===== src/design/clock_gen_map.vh =====
`ifndef CLOCK_GEN_MAP_VH
`define CLOCK_GEN_MAP_VH

// ----------------------------------------
// register map
// ----------------------------------------
`define TEST_CFG_OFFSET   8'h18
`define SLEW_SEL_OFFSET   8'h19
`define TEST_MODE_BIT     7
`define DIAGNOSTIC_ENABLE_BIT   6
`define TEST_CFG_RESET    2'h0
`define SLEW_SEL_RESET    8'hff
`define UNMAPPED_READ     8'h00

// ----------------------------------------
// slew codes
// ----------------------------------------
`define SLEW_FAST         2'h3
`define SLEW_MEDIUM       2'h2
`define SLEW_SLOW         2'h1
`define SLEW_TRISTATE     2'h0

// ----------------------------------------
// serial bus and test divider
// ----------------------------------------
`define SLAVE_ADDR        7'h50
`define REF_DIV_N         8'h04
`define BITS_PER_BYTE     4'h8

`endif


===== src/design/clock_gen_test_status_slew_regs.v =====
`include "clock_gen_map.vh"

module clock_gen_test_status_slew_regs (
    input  wire       clk,
    input  wire       rstn,
    input  wire       smb_clk,
    input  wire       smb_data_in,
    output wire       smb_data_out,
    output reg        smb_data_oe,
    input  wire       ref_clk_in,
    input  wire       cpu_pll_lock,
    input  wire       video_pll_lock_flag,
    input  wire       fixed_pll_lock,
    input  wire       serial_ref_pll_lock_flag,
    input  wire       freq_accurate,
    input  wire       rails_valid,
    input  wire       clock_power_good_input,
    input  wire       crystal_detected,
    output wire       test_mode_active,
    output wire       test_clock_out,
    output wire       diag_mode_out,
    output wire [1:0] ref_out0_slew,
    output wire [1:0] ref_out1_slew,
    output wire [1:0] ref_out2_slew,
    output wire [1:0] usb_clock_slew,
    output reg  [3:0] se_output_enable
);

    localparam ST_IDLE  = 3'h0;
    localparam ST_ADDR  = 3'h1;
    localparam ST_CMD   = 3'h2;
    localparam ST_WDATA = 3'h3;
    localparam ST_ACK   = 3'h4;
    localparam ST_RDATA = 3'h5;
    localparam ST_RACK  = 3'h6;

    // ----------------------------------------
    // pin synchronisers
    // ----------------------------------------
    reg  [8:0] sync1_reg;
    reg  [8:0] sync2_reg;
    reg        scl_prev_reg;
    reg        sda_prev_reg;
    wire       scl_s;
    wire       sda_s;
    wire       ref_s;

    always @(posedge clk) begin
        if (!rstn) begin
            sync1_reg    <= 9'h003;
            sync2_reg    <= 9'h003;
            scl_prev_reg <= 1'b1;
            sda_prev_reg <= 1'b1;
        end else begin
            sync1_reg    <= {ref_clk_in, cpu_pll_lock, video_pll_lock_flag, fixed_pll_lock,
                             serial_ref_pll_lock_flag, freq_accurate,
                             rails_valid & clock_power_good_input & crystal_detected,
                             smb_clk, smb_data_in};
            sync2_reg    <= sync1_reg;
            scl_prev_reg <= sync2_reg[1];
            sda_prev_reg <= sync2_reg[0];
        end
    end

    assign scl_s = sync2_reg[1];
    assign sda_s = sync2_reg[0];
    assign ref_s = sync2_reg[8];

    wire scl_rise = scl_s & ~scl_prev_reg;
    wire scl_fall = ~scl_s & scl_prev_reg;
    wire start_cond = scl_s & scl_prev_reg & sda_prev_reg & ~sda_s;
    wire stop_cond  = scl_s & scl_prev_reg & ~sda_prev_reg & sda_s;

    // ----------------------------------------
    // registers
    // ----------------------------------------
    reg  [1:0] test_cfg_reg;
    reg  [5:0] status_reg;
    reg  [7:0] slew_reg;
    wire [7:0] test_cfg_read;
    reg        wr_en;
    reg  [7:0] wr_addr;
    reg  [7:0] wr_data;

    assign test_cfg_read = {test_cfg_reg, status_reg};

    always @(posedge clk) begin
        if (!rstn) begin
            test_cfg_reg <= `TEST_CFG_RESET;
            status_reg   <= 6'h00;
            slew_reg     <= `SLEW_SEL_RESET;
        end else begin
            // status follows live hardware, never the host
            status_reg <= sync2_reg[7:2];
            if (wr_en && wr_addr == `TEST_CFG_OFFSET) begin
                test_cfg_reg <= wr_data[`TEST_MODE_BIT:`DIAGNOSTIC_ENABLE_BIT];
            end else if (wr_en && wr_addr == `SLEW_SEL_OFFSET) begin
                slew_reg <= wr_data;
            end
        end
    end

    function [7:0] read_byte;
        input [7:0] addr;
        begin
            if (addr == `TEST_CFG_OFFSET) begin
                read_byte = test_cfg_read;
            end else if (addr == `SLEW_SEL_OFFSET) begin
                read_byte = slew_reg;
            end else begin
                read_byte = `UNMAPPED_READ;
            end
        end
    endfunction

    // ----------------------------------------
    // serial bus slave
    // ----------------------------------------
    reg  [2:0] state_reg;
    reg  [2:0] ack_next_reg;
    reg  [3:0] bit_cnt_reg;
    reg  [7:0] shift_reg;
    reg  [7:0] tx_reg;
    reg  [7:0] ptr_reg;
    reg        master_ack_reg;
    wire [7:0] rd_byte;

    // byte at the pointer, loaded into the shifter at the start of each read byte
    assign rd_byte      = read_byte(ptr_reg);
    assign smb_data_out = 1'b0;

    always @(posedge clk) begin
        if (!rstn) begin
            state_reg      <= ST_IDLE;
            ack_next_reg   <= ST_IDLE;
            bit_cnt_reg    <= 4'h0;
            shift_reg      <= 8'h00;
            tx_reg         <= 8'h00;
            ptr_reg        <= 8'h00;
            master_ack_reg <= 1'b0;
            smb_data_oe    <= 1'b0;
            wr_en          <= 1'b0;
            wr_addr        <= 8'h00;
            wr_data        <= 8'h00;
        end else begin
            wr_en <= 1'b0;
            if (start_cond) begin
                state_reg   <= ST_ADDR;
                bit_cnt_reg <= 4'h0;
                smb_data_oe <= 1'b0;
            end else if (stop_cond) begin
                state_reg   <= ST_IDLE;
                smb_data_oe <= 1'b0;
            end else if (scl_rise) begin
                if (state_reg == ST_ADDR || state_reg == ST_CMD || state_reg == ST_WDATA) begin
                    shift_reg   <= {shift_reg[6:0], sda_s};
                    bit_cnt_reg <= bit_cnt_reg + 4'h1;
                end else if (state_reg == ST_RACK) begin
                    master_ack_reg <= ~sda_s;
                end
            end else if (scl_fall) begin
                case (state_reg)
                    ST_ADDR: begin
                        if (bit_cnt_reg == `BITS_PER_BYTE) begin
                            if (shift_reg[7:1] == `SLAVE_ADDR) begin
                                smb_data_oe  <= 1'b1;
                                state_reg    <= ST_ACK;
                                ack_next_reg <= shift_reg[0] ? ST_RDATA : ST_CMD;
                            end else begin
                                state_reg <= ST_IDLE;
                            end
                        end
                    end
                    ST_CMD: begin
                        if (bit_cnt_reg == `BITS_PER_BYTE) begin
                            ptr_reg      <= shift_reg;
                            smb_data_oe  <= 1'b1;
                            state_reg    <= ST_ACK;
                            ack_next_reg <= ST_WDATA;
                        end
                    end
                    ST_WDATA: begin
                        if (bit_cnt_reg == `BITS_PER_BYTE) begin
                            wr_en        <= 1'b1;
                            wr_addr      <= ptr_reg;
                            wr_data      <= shift_reg;
                            ptr_reg      <= ptr_reg + 8'h01;
                            smb_data_oe  <= 1'b1;
                            state_reg    <= ST_ACK;
                            ack_next_reg <= ST_WDATA;
                        end
                    end
                    ST_ACK: begin
                        bit_cnt_reg <= 4'h0;
                        if (ack_next_reg == ST_RDATA) begin
                            // first bit goes out on the same falling edge that ends the ack
                            tx_reg      <= {rd_byte[6:0], 1'b0};
                            smb_data_oe <= ~rd_byte[7];
                            ptr_reg     <= ptr_reg + 8'h01;
                            bit_cnt_reg <= 4'h1;
                        end else begin
                            smb_data_oe <= 1'b0;
                        end
                        state_reg <= ack_next_reg;
                    end
                    ST_RDATA: begin
                        if (bit_cnt_reg == `BITS_PER_BYTE) begin
                            smb_data_oe <= 1'b0;
                            state_reg   <= ST_RACK;
                        end else begin
                            smb_data_oe <= ~tx_reg[7];
                            tx_reg      <= {tx_reg[6:0], 1'b0};
                            bit_cnt_reg <= bit_cnt_reg + 4'h1;
                        end
                    end
                    ST_RACK: begin
                        if (master_ack_reg) begin
                            tx_reg      <= {rd_byte[6:0], 1'b0};
                            smb_data_oe <= ~rd_byte[7];
                            ptr_reg     <= ptr_reg + 8'h01;
                            bit_cnt_reg <= 4'h1;
                            state_reg   <= ST_RDATA;
                        end else begin
                            state_reg <= ST_IDLE;
                        end
                    end
                    default: begin
                        state_reg <= ST_IDLE;
                    end
                endcase
            end
        end
    end

    // ----------------------------------------
    // test mode and diagnostic outputs
    // ----------------------------------------
    assign test_mode_active = test_cfg_reg[1];
    assign diag_mode_out    = test_cfg_reg[0];

    ref_divider u_ref_divider (
        .clk       (clk),
        .rstn      (rstn),
        .enable    (test_cfg_reg[1]),
        .ref_level (ref_s),
        .div_clk   (test_clock_out)
    );

    // ----------------------------------------
    // single-ended output slew and enable
    // ----------------------------------------
    assign ref_out0_slew  = slew_reg[1:0];
    assign ref_out1_slew  = slew_reg[3:2];
    assign ref_out2_slew  = slew_reg[5:4];
    assign usb_clock_slew = slew_reg[7:6];

    genvar gi;
    generate
        for (gi = 0; gi < 4; gi = gi + 1) begin : g_se
            always @(posedge clk) begin
                if (!rstn) begin
                    se_output_enable[gi] <= 1'b1;
                end else begin
                    // code 00 floats the output
                    se_output_enable[gi] <= (slew_reg[2*gi+1:2*gi] != `SLEW_TRISTATE);
                end
            end
        end
    endgenerate

endmodule


===== src/design/ref_divider.v =====
`include "clock_gen_map.vh"

module ref_divider (
    input  wire       clk,
    input  wire       rstn,
    input  wire       enable,
    input  wire       ref_level,
    output reg        div_clk
);

    reg        ref_prev_reg;
    reg  [7:0] edge_cnt_reg;
    wire       ref_rise;

    assign ref_rise = ref_level & ~ref_prev_reg;

    // ----------------------------------------
    // divide by N, toggling every N/2 reference edges
    // ----------------------------------------
    // odd N rounds the half period down; only even N gives exact ratio
    always @(posedge clk) begin
        if (!rstn) begin
            ref_prev_reg <= 1'b0;
            edge_cnt_reg <= 8'h00;
            div_clk      <= 1'b0;
        end else begin
            ref_prev_reg <= ref_level;
            if (!enable) begin
                edge_cnt_reg <= 8'h00;
                div_clk      <= 1'b0;
            end else if (ref_rise) begin
                if (edge_cnt_reg >= ((`REF_DIV_N >> 1) - 8'h01)) begin
                    edge_cnt_reg <= 8'h00;
                    div_clk      <= ~div_clk;
                end else begin
                    edge_cnt_reg <= edge_cnt_reg + 8'h01;
                end
            end
        end
    end

endmodule


===== config.mk =====
export PLATFORM = sky130hd
export DESIGN_NAME = clock_gen_test_status_slew_regs
export DESIGN_NICKNAME = d
export VERILOG_FILES = /design/src/design/clock_gen_test_status_slew_regs.v /design/src/design/ref_divider.v
export VERILOG_INCLUDE_DIRS = /design/src /design/src/design
export SDC_FILE = /design/constraint.sdc
export NUM_CORES = 1
export LEC_CHECK = 0
export BUFFER_PORTS_ARGS = -buffer_cell sky130_fd_sc_hd__buf_2
export CAP_MARGIN = 20
export CELL_PAD_IN_SITES_DETAIL_PLACEMENT = 1
export CELL_PAD_IN_SITES_GLOBAL_PLACEMENT = 2
export CORE_UTILIZATION = 39
export CTS_BUF_LIST = sky130_fd_sc_hd__clkbuf_8
export CTS_CLUSTER_DIAMETER = 200
export DETAILED_ROUTE_END_ITERATION = 8
export PLACE_DENSITY = 0.82
export SETUP_SLACK_MARGIN = 0.4
export SLEW_MARGIN = 20
export SYNTH_ARGS = -nofsm -noshare
export SYNTH_HDL_FRONTEND = slang
export SYNTH_SLANG_ARGS = --single-unit
export TNS_END_PERCENT = 100

===== constraint.sdc =====
create_clock -name clk -period 2.1 [get_ports clk]
set_input_delay 0.42 -clock clk [delete_from_list [all_inputs] [get_ports clk]]
set_output_delay 0.42 -clock clk [all_outputs]
set_load 0.01 [all_outputs]

=== After elaboration in Yosys (flattened, before gate mapping) ===
Index checks and enable logic that the tools add are counted.

* Logic and storage cells: 159
* Output and inout port bits: 17
* Register bits after elaboration: 103
* Input bits: 13

* Reduce and logical (&&, ||, !) cells: 32
* Bitwise operators: 26
* Order comparisons: 1
* Equality and inequality tests: 29
* Add/subtract/negate cells: 3
* Muxes and demuxes: 42

{| class="wikitable"
|+ Operator list
! operator !! count
|-
| two-way mux 8 bit || 10
|-
| == test 8 x 5 -> 1 bit, second input constant || 4
|-
| one-hot mux 8 bit (4 select lines) || 1
|-
| two-way mux 3 bit || 9
|-
| one-hot mux 8 bit (3 select lines) || 1
|-
| two-way mux 4 bit || 5
|-
| adder 8 x 1 -> 8 bit, second input constant || 2
|-
| NOT 1 bit || 16
|-
| AND reduction 8 bit || 2
|-
| one-hot mux 3 bit (5 select lines) || 1
|-
| AND reduction 5 bit || 3
|-
| == test 3 bit, second input constant || 4
|-
| two-way mux 1 bit || 12
|-
| inequality test 2 x 1 -> 1 bit, second input constant || 6
|-
| one-hot mux 4 bit (3 select lines) || 1
|-
| AND reduction 6 bit || 2
|-
| nonzero test 2 bit || 6
|-
| AND 1 bit || 10
|-
| AND reduction 9 bit || 1
|-
| >= comparator 8 x 1 -> 1 bit, second input constant || 1
|-
| inequality test 2 bit, second input constant || 4
|-
| nonzero test 4 bit || 2
|-
| == test 7 bit, second input constant || 1
|-
| AND reduction 7 bit || 1
|-
| 20 further kinds || 28
|}

=== Longest topological paths before layout ===
* Depth in word-level cells: 8
* Gate-level depth with buffers: 9
* Depth with buffers taken out: 6

=== By module ===
Synthesis repeated with hierarchy kept, for this count alone.

* Cell total of the unflattened synthesis: 516
* Area total of the unflattened synthesis: 4504.3 µm²

{| class="wikitable"
|+ By module, submodules not included
! module !! area an instance (µm²) !! seq. area each (µm²) !! times used !! cells an instance
|-
| clock_gen_test_status_slew_regs || 4002.6 || 1841.8 || 1 || 468
|-
| ref_divider || 501.7 || 200.2 || 1 || 48
|}

=== Worst setup path before layout ===
Ideal clock, no wire load.

* Path kind: register to register
* From: reg u_ref_divider.edge_cnt_reg[1]
* To: reg u_ref_divider.edge_cnt_reg[0]
* Path buffers: 0
* Required time: 2033 ps
* Library setup time: 67 ps
* Data arrival time: 1798 ps
* Period minus slack after synthesis: 1865 ps
* Path slack: 235 ps
* Stages on the path, launching flop included: 7
* Path through: dfxtp_1 > inv_1 > ha_1 > or4b_2 > o21ai_0 > nand3_1 > nor2_1

* Longest elaborated chain between the ends: 2

{| class="wikitable"
|+ Ends and longest elaborated chain
! what !! line !! source
|-
| start: declaration || ref_divider.v:12 || <nowiki>reg [7:0] edge_cnt_reg;</nowiki>
|-
| start signal: assignment || ref_divider.v:36 || <nowiki>edge_cnt_reg <= edge_cnt_reg + 8'h01;</nowiki>
|-
| >= comparator 8 x 1 -> 1 bit || ref_divider.v:32 || <nowiki>if (edge_cnt_reg >= ((`REF_DIV_N >> 1) - 8'h01)) begin</nowiki>
|-
| two-way mux 8 bit || ref_divider.v:32 ||
|}

No other way between the ends.
A chain may end at the register's enable or synchronous reset.

=== Final worst setup path ===
* From: reg ptr_reg[7]
* To: reg smb_data_oe

* Longest elaborated chain between the ends: 6
* Elaborated cells between the ends (all ways): 8
* Classes of those cells: 2 x eq/ne; 5 x mux; 1 x bitwise

{| class="wikitable"
|+ Ends and longest elaborated chain
! what !! line !! source
|-
| start: declaration || clock_gen_test_status_slew_regs.v:124 || <nowiki>reg [7:0] ptr_reg;</nowiki>
|-
| start signal: assignment || clock_gen_test_status_slew_regs.v:176 || <nowiki>ptr_reg <= shift_reg;</nowiki>
|-
| start signal: assignment || clock_gen_test_status_slew_regs.v:187 || <nowiki>ptr_reg <= ptr_reg + 8'h01;</nowiki>
|-
| start signal: assignment || clock_gen_test_status_slew_regs.v:199 || <nowiki>ptr_reg <= ptr_reg + 8'h01;</nowiki>
|-
| == test 8 x 5 -> 1 bit (no line) || -- ||
|-
| two-way mux 8 bit || clock_gen_test_status_slew_regs.v:108 || <nowiki>end else if (addr == `SLEW_SEL_OFFSET) begin</nowiki>
|-
| two-way mux 8 bit * || clock_gen_test_status_slew_regs.v:106 || <nowiki>if (addr == `TEST_CFG_OFFSET) begin</nowiki>
|-
| NOT 1 bit * || clock_gen_test_status_slew_regs.v:198, clock_gen_test_status_slew_regs.v:219 ||
|-
| two-way mux 1 bit, on equally long branches || clock_gen_test_status_slew_regs.v:217, clock_gen_test_status_slew_regs.v:195 ||
|-
| one-hot mux 1 bit (5 select lines) * || clock_gen_test_status_slew_regs.v:162 || <nowiki>case (state_reg)</nowiki>
|-
| end signal: assignment || clock_gen_test_status_slew_regs.v:198 || <nowiki>smb_data_oe <= ~rd_byte[7];</nowiki>
|-
| end signal: assignment || clock_gen_test_status_slew_regs.v:211 || <nowiki>smb_data_oe <= ~tx_reg[7];</nowiki>
|-
| end signal: assignment || clock_gen_test_status_slew_regs.v:219 || <nowiki>smb_data_oe <= ~rd_byte[7];</nowiki>
|-
| end: declaration || clock_gen_test_status_slew_regs.v:9 || <nowiki>output reg smb_data_oe,</nowiki>
|}

Every way passes the cells marked *; elsewhere a longest branch is shown, timed or not. The select of a mux whose other input is x is not followed.

==> run_results.csv <==
group,metric,value,unit
final_layout,area_delta_synth_final,27.8,%
sta,tightestPinTransition,742,ps
synth,yosys.area.top_type,"dfxtp_1",
synth,syn_nets,536,
placed_design,gp_congestion,0.861,
critical_path,timing.rr.start,"ptr_reg[7]$_SDFFE_PN0P_",
sta,finalCritPeriodShare,83.7,%
cts,clock_path_buffers,2,
sta,skew,10.1,ps
die,io-pin-count,30,
route,routed_wl,13300,um
synth,ys.flop_type,"dfxtp_1",
synth,synth_top_family_by_area,"simple AND/OR/NAND/NOR gates",
hold_path,holdPathStages,2,
route,via_per_inst,5.55,
final_layout,final_core_util,51.1,%
global_routing,grt_max_degree,41,
critical_path,crit_chain,"or4b_4 -> a211o_1 -> a221oi_2 -> a211oi_1",
synth,synth_seq_cells,102,
power_and_ir_drop,total_power,3.34,mW
synth,synth_warnings,0,
die,die_h,110,um
sta,finalHoldViolations,0,
sta,holdWs,222,ps
synth,synth_common_cells,"102 x dfxtp_1, 71 x nand2_1, 38 x a21oi_1",
placed_design,dp.cells,678,
die,start_util,40.0,%
global_routing,grt_pass1_vias,4043,
power_and_ir_drop,ir_worst_vdd,0.438,mV
cts,root_buffer,"clkbuf_8",
final_layout,final_cells,724,
synth,synth_xor_area_share,1.15,%
hold_path,hold_path_startpoint,"smb_data_in",
route,vias,4015,
status,status,"complete, no violations",
run,maxCapViolCount,0,
hold_path,hold_path_class,"primary input to register",
critical_path,cp_slowest_stage_delay,600,ps
final_layout,drive_gt1_share,33.4,%
synth,yosysSeqAreaShare,44.7,%
die,rows,39,
final_layout,nNetsFinal,603,
sta,setup_tns,0,ps
critical_path,cp.required,2360,ps
sta,setup_viol,0,
synth,muxShareOfSynthArea,5.07,%
synth,avgSynthCellArea,8.95,sq um
cts,numClockSinks,102,
cts,ctsHoldBuffers,0,
synth,async_flop_share,0,%
critical_path,path_class,"register to register",
synth,synthDistinctLibCells,63,
power_and_ir_drop,cellPowerDensity,572,nW/um^2
route,drt_iter0_drc,207,
critical_path,r2r_cells,4,
critical_path,path_depth,4,
synth,yosys.area_share.simple,23.7,%
cts,cts.clk_slew.worst_paths,100,ps
global_routing,antenna_found_initial,0,
critical_path,slowest_stage,"or4b_4",
critical_path,crit_start,"ptr_reg[7]$_SDFFE_PN0P_",
sta,report.final.slew_viol_count,0,
final_layout,postLayoutCellArea,5830,sq um
synth,synth_area,4560,sq um
synth,synth_edf_count,0,
synth,syn_inst,510,
cts,cts_tree,"built",
critical_path,path_buf_inv,0,
sta,fmax,569,MHz
critical_path,crit_path_end_kind,"register",
placed_design,portBuffers,28,
sta,rsz0062_at_grt,"yes",
placed_design,post_dp_cell_area,5010,sq um
global_routing,grt_usage,21.9,%
synth,synthMostInstantiatedCell,"dfxtp_1",
synth,yosys-top-cells-area,"dfxtp_1 45%, nand2_1 5.8%, mux2i_1 4.8%",
placed_design,dp.final_hpwl,8930,um
synth,synth_top_area_share,44.7,%
die,core_area,11400,sq um
sta,slew-limit-headroom,50.4,%
cts,clock_latency,380,ps
route,drt_first_pass_iters,4,
critical_path,path_max_fanout,7,
die,dieArea,12100,sq um
global_routing,grt-ovfl-total,0,
route,detail-route-antenna-nets,0,
critical_path,setup.worst_path.start_class,"register",
final_layout,n_antenna_cell,0,
synth,synth_compound_area_share,17.5,%
route,drcViolationCount,0,
synth,synthAdderAreaFrac,3.56,%
critical_path,path_delay_family,"compound AO/OA/AOI/OAI gates",
sta,fin_crit,1760,ps
die,die_x,110,um
power_and_ir_drop,total_leakage_power,2.05,nW
placed_design,dp_worst_setup_slack,121,ps
critical_path,crit_arrival,2020,ps
global_routing,grt_first_pass_wirelength,20100,um
sta,worst_slack,342,ps
cts,htree_levels,3,
cts,cts_buffers,9,
route,avgRoutedWirePerCell,18.3,um
==> per-layer routing <==
layer / GRT usage, % / part of all wire (%) / routed length (um)
met3: 3.76 / 2.7 / 360
met5: 0 / 0 / 0
met1: 26.5 / 44 / 5820
met4: 8.36 / 2.1 / 275
met2: 38.8 / 51 / 6800
==> worst paths after layout <==
path / end / slack (ps)
setup / recovery: smb_data_oe$_SDFFE_PP0P_ / 340
hold / removal: sync1_reg[0]$_SDFF_PN1_ / 220
setup reg to reg: smb_data_oe$_SDFFE_PP0P_ / 340
hold reg to reg: sync2_reg[1]$_SDFF_PN1_ / 420
==> logic make-up after synthesis <==
group	Yosys count
AOI/OAI and AO/OA	117
xor gates and xnor gates	6
adders and majority gates	13
buffers and inverters	48
DFF	102
muxes	23
other	1
and+or+nand+nor	200
==> area by class of cell <==
| type | instances | area [sq um] |
|---|---|---|
| clock buffer | 10 | 138 |
| tap | 143 | 179 |
| multi-input combinational | 360 | 2720 |
| sequential | 102 | 2080 |
| timing repair buffer | 87 | 608 |
| fill | 1317 | 5580 |
| clock inverter | 5 | 43.8 |
| inverter | 17 | 68.8 |
==> cells in the final DEF (no fill, tap or decap), drive strengths merged, types with 6 or more instances in the layout <==
cell / instances
a2111oi: 8
a211oi: 11
a21oi: 38
a31oi: 7
and2: 22
buf: 86
clkbuf: 11
dfxtp: 102
ha: 13
inv: 19
mux2i: 22
nand2: 71
nand2b: 10
nand3: 11
nand3b: 12
nand4: 8
nor2: 24
nor2b: 6
o21ai: 12
o2bb2ai: 7
==> power by group <==
group | internal, mW | switching, mW | total (mW)
Clock | 0.472 | 0.715 | 1.19
Combinational | 0.0770 | 0.112 | 0.189
Sequential | 1.95 | 0.0128 | 1.96
Total | 2.50 | 0.840 | 3.34
==> worst register-to-register path: cells and delay by family (launching register included) <==
| kind | cells | cell delay (ps) |
|---|---|---|
| AOI/OAI and AO/OA | 3 | 690 |
| and+or+nand+nor | 1 | 600 |
| DFF | 1 | 360 |
==> repair_timing <==
| action | in CTS | in global routing |
|---|---|---|
| setup buffers | 15 | 16 |
| endpoints found under the hold margin | 0 | 0 |
| gates resized for setup | 65 | 46 |
| pin swaps | 16 | 21 |
| setup endpoints to repair | 51 | 46 |
Power figures use the tool's default switching activity.
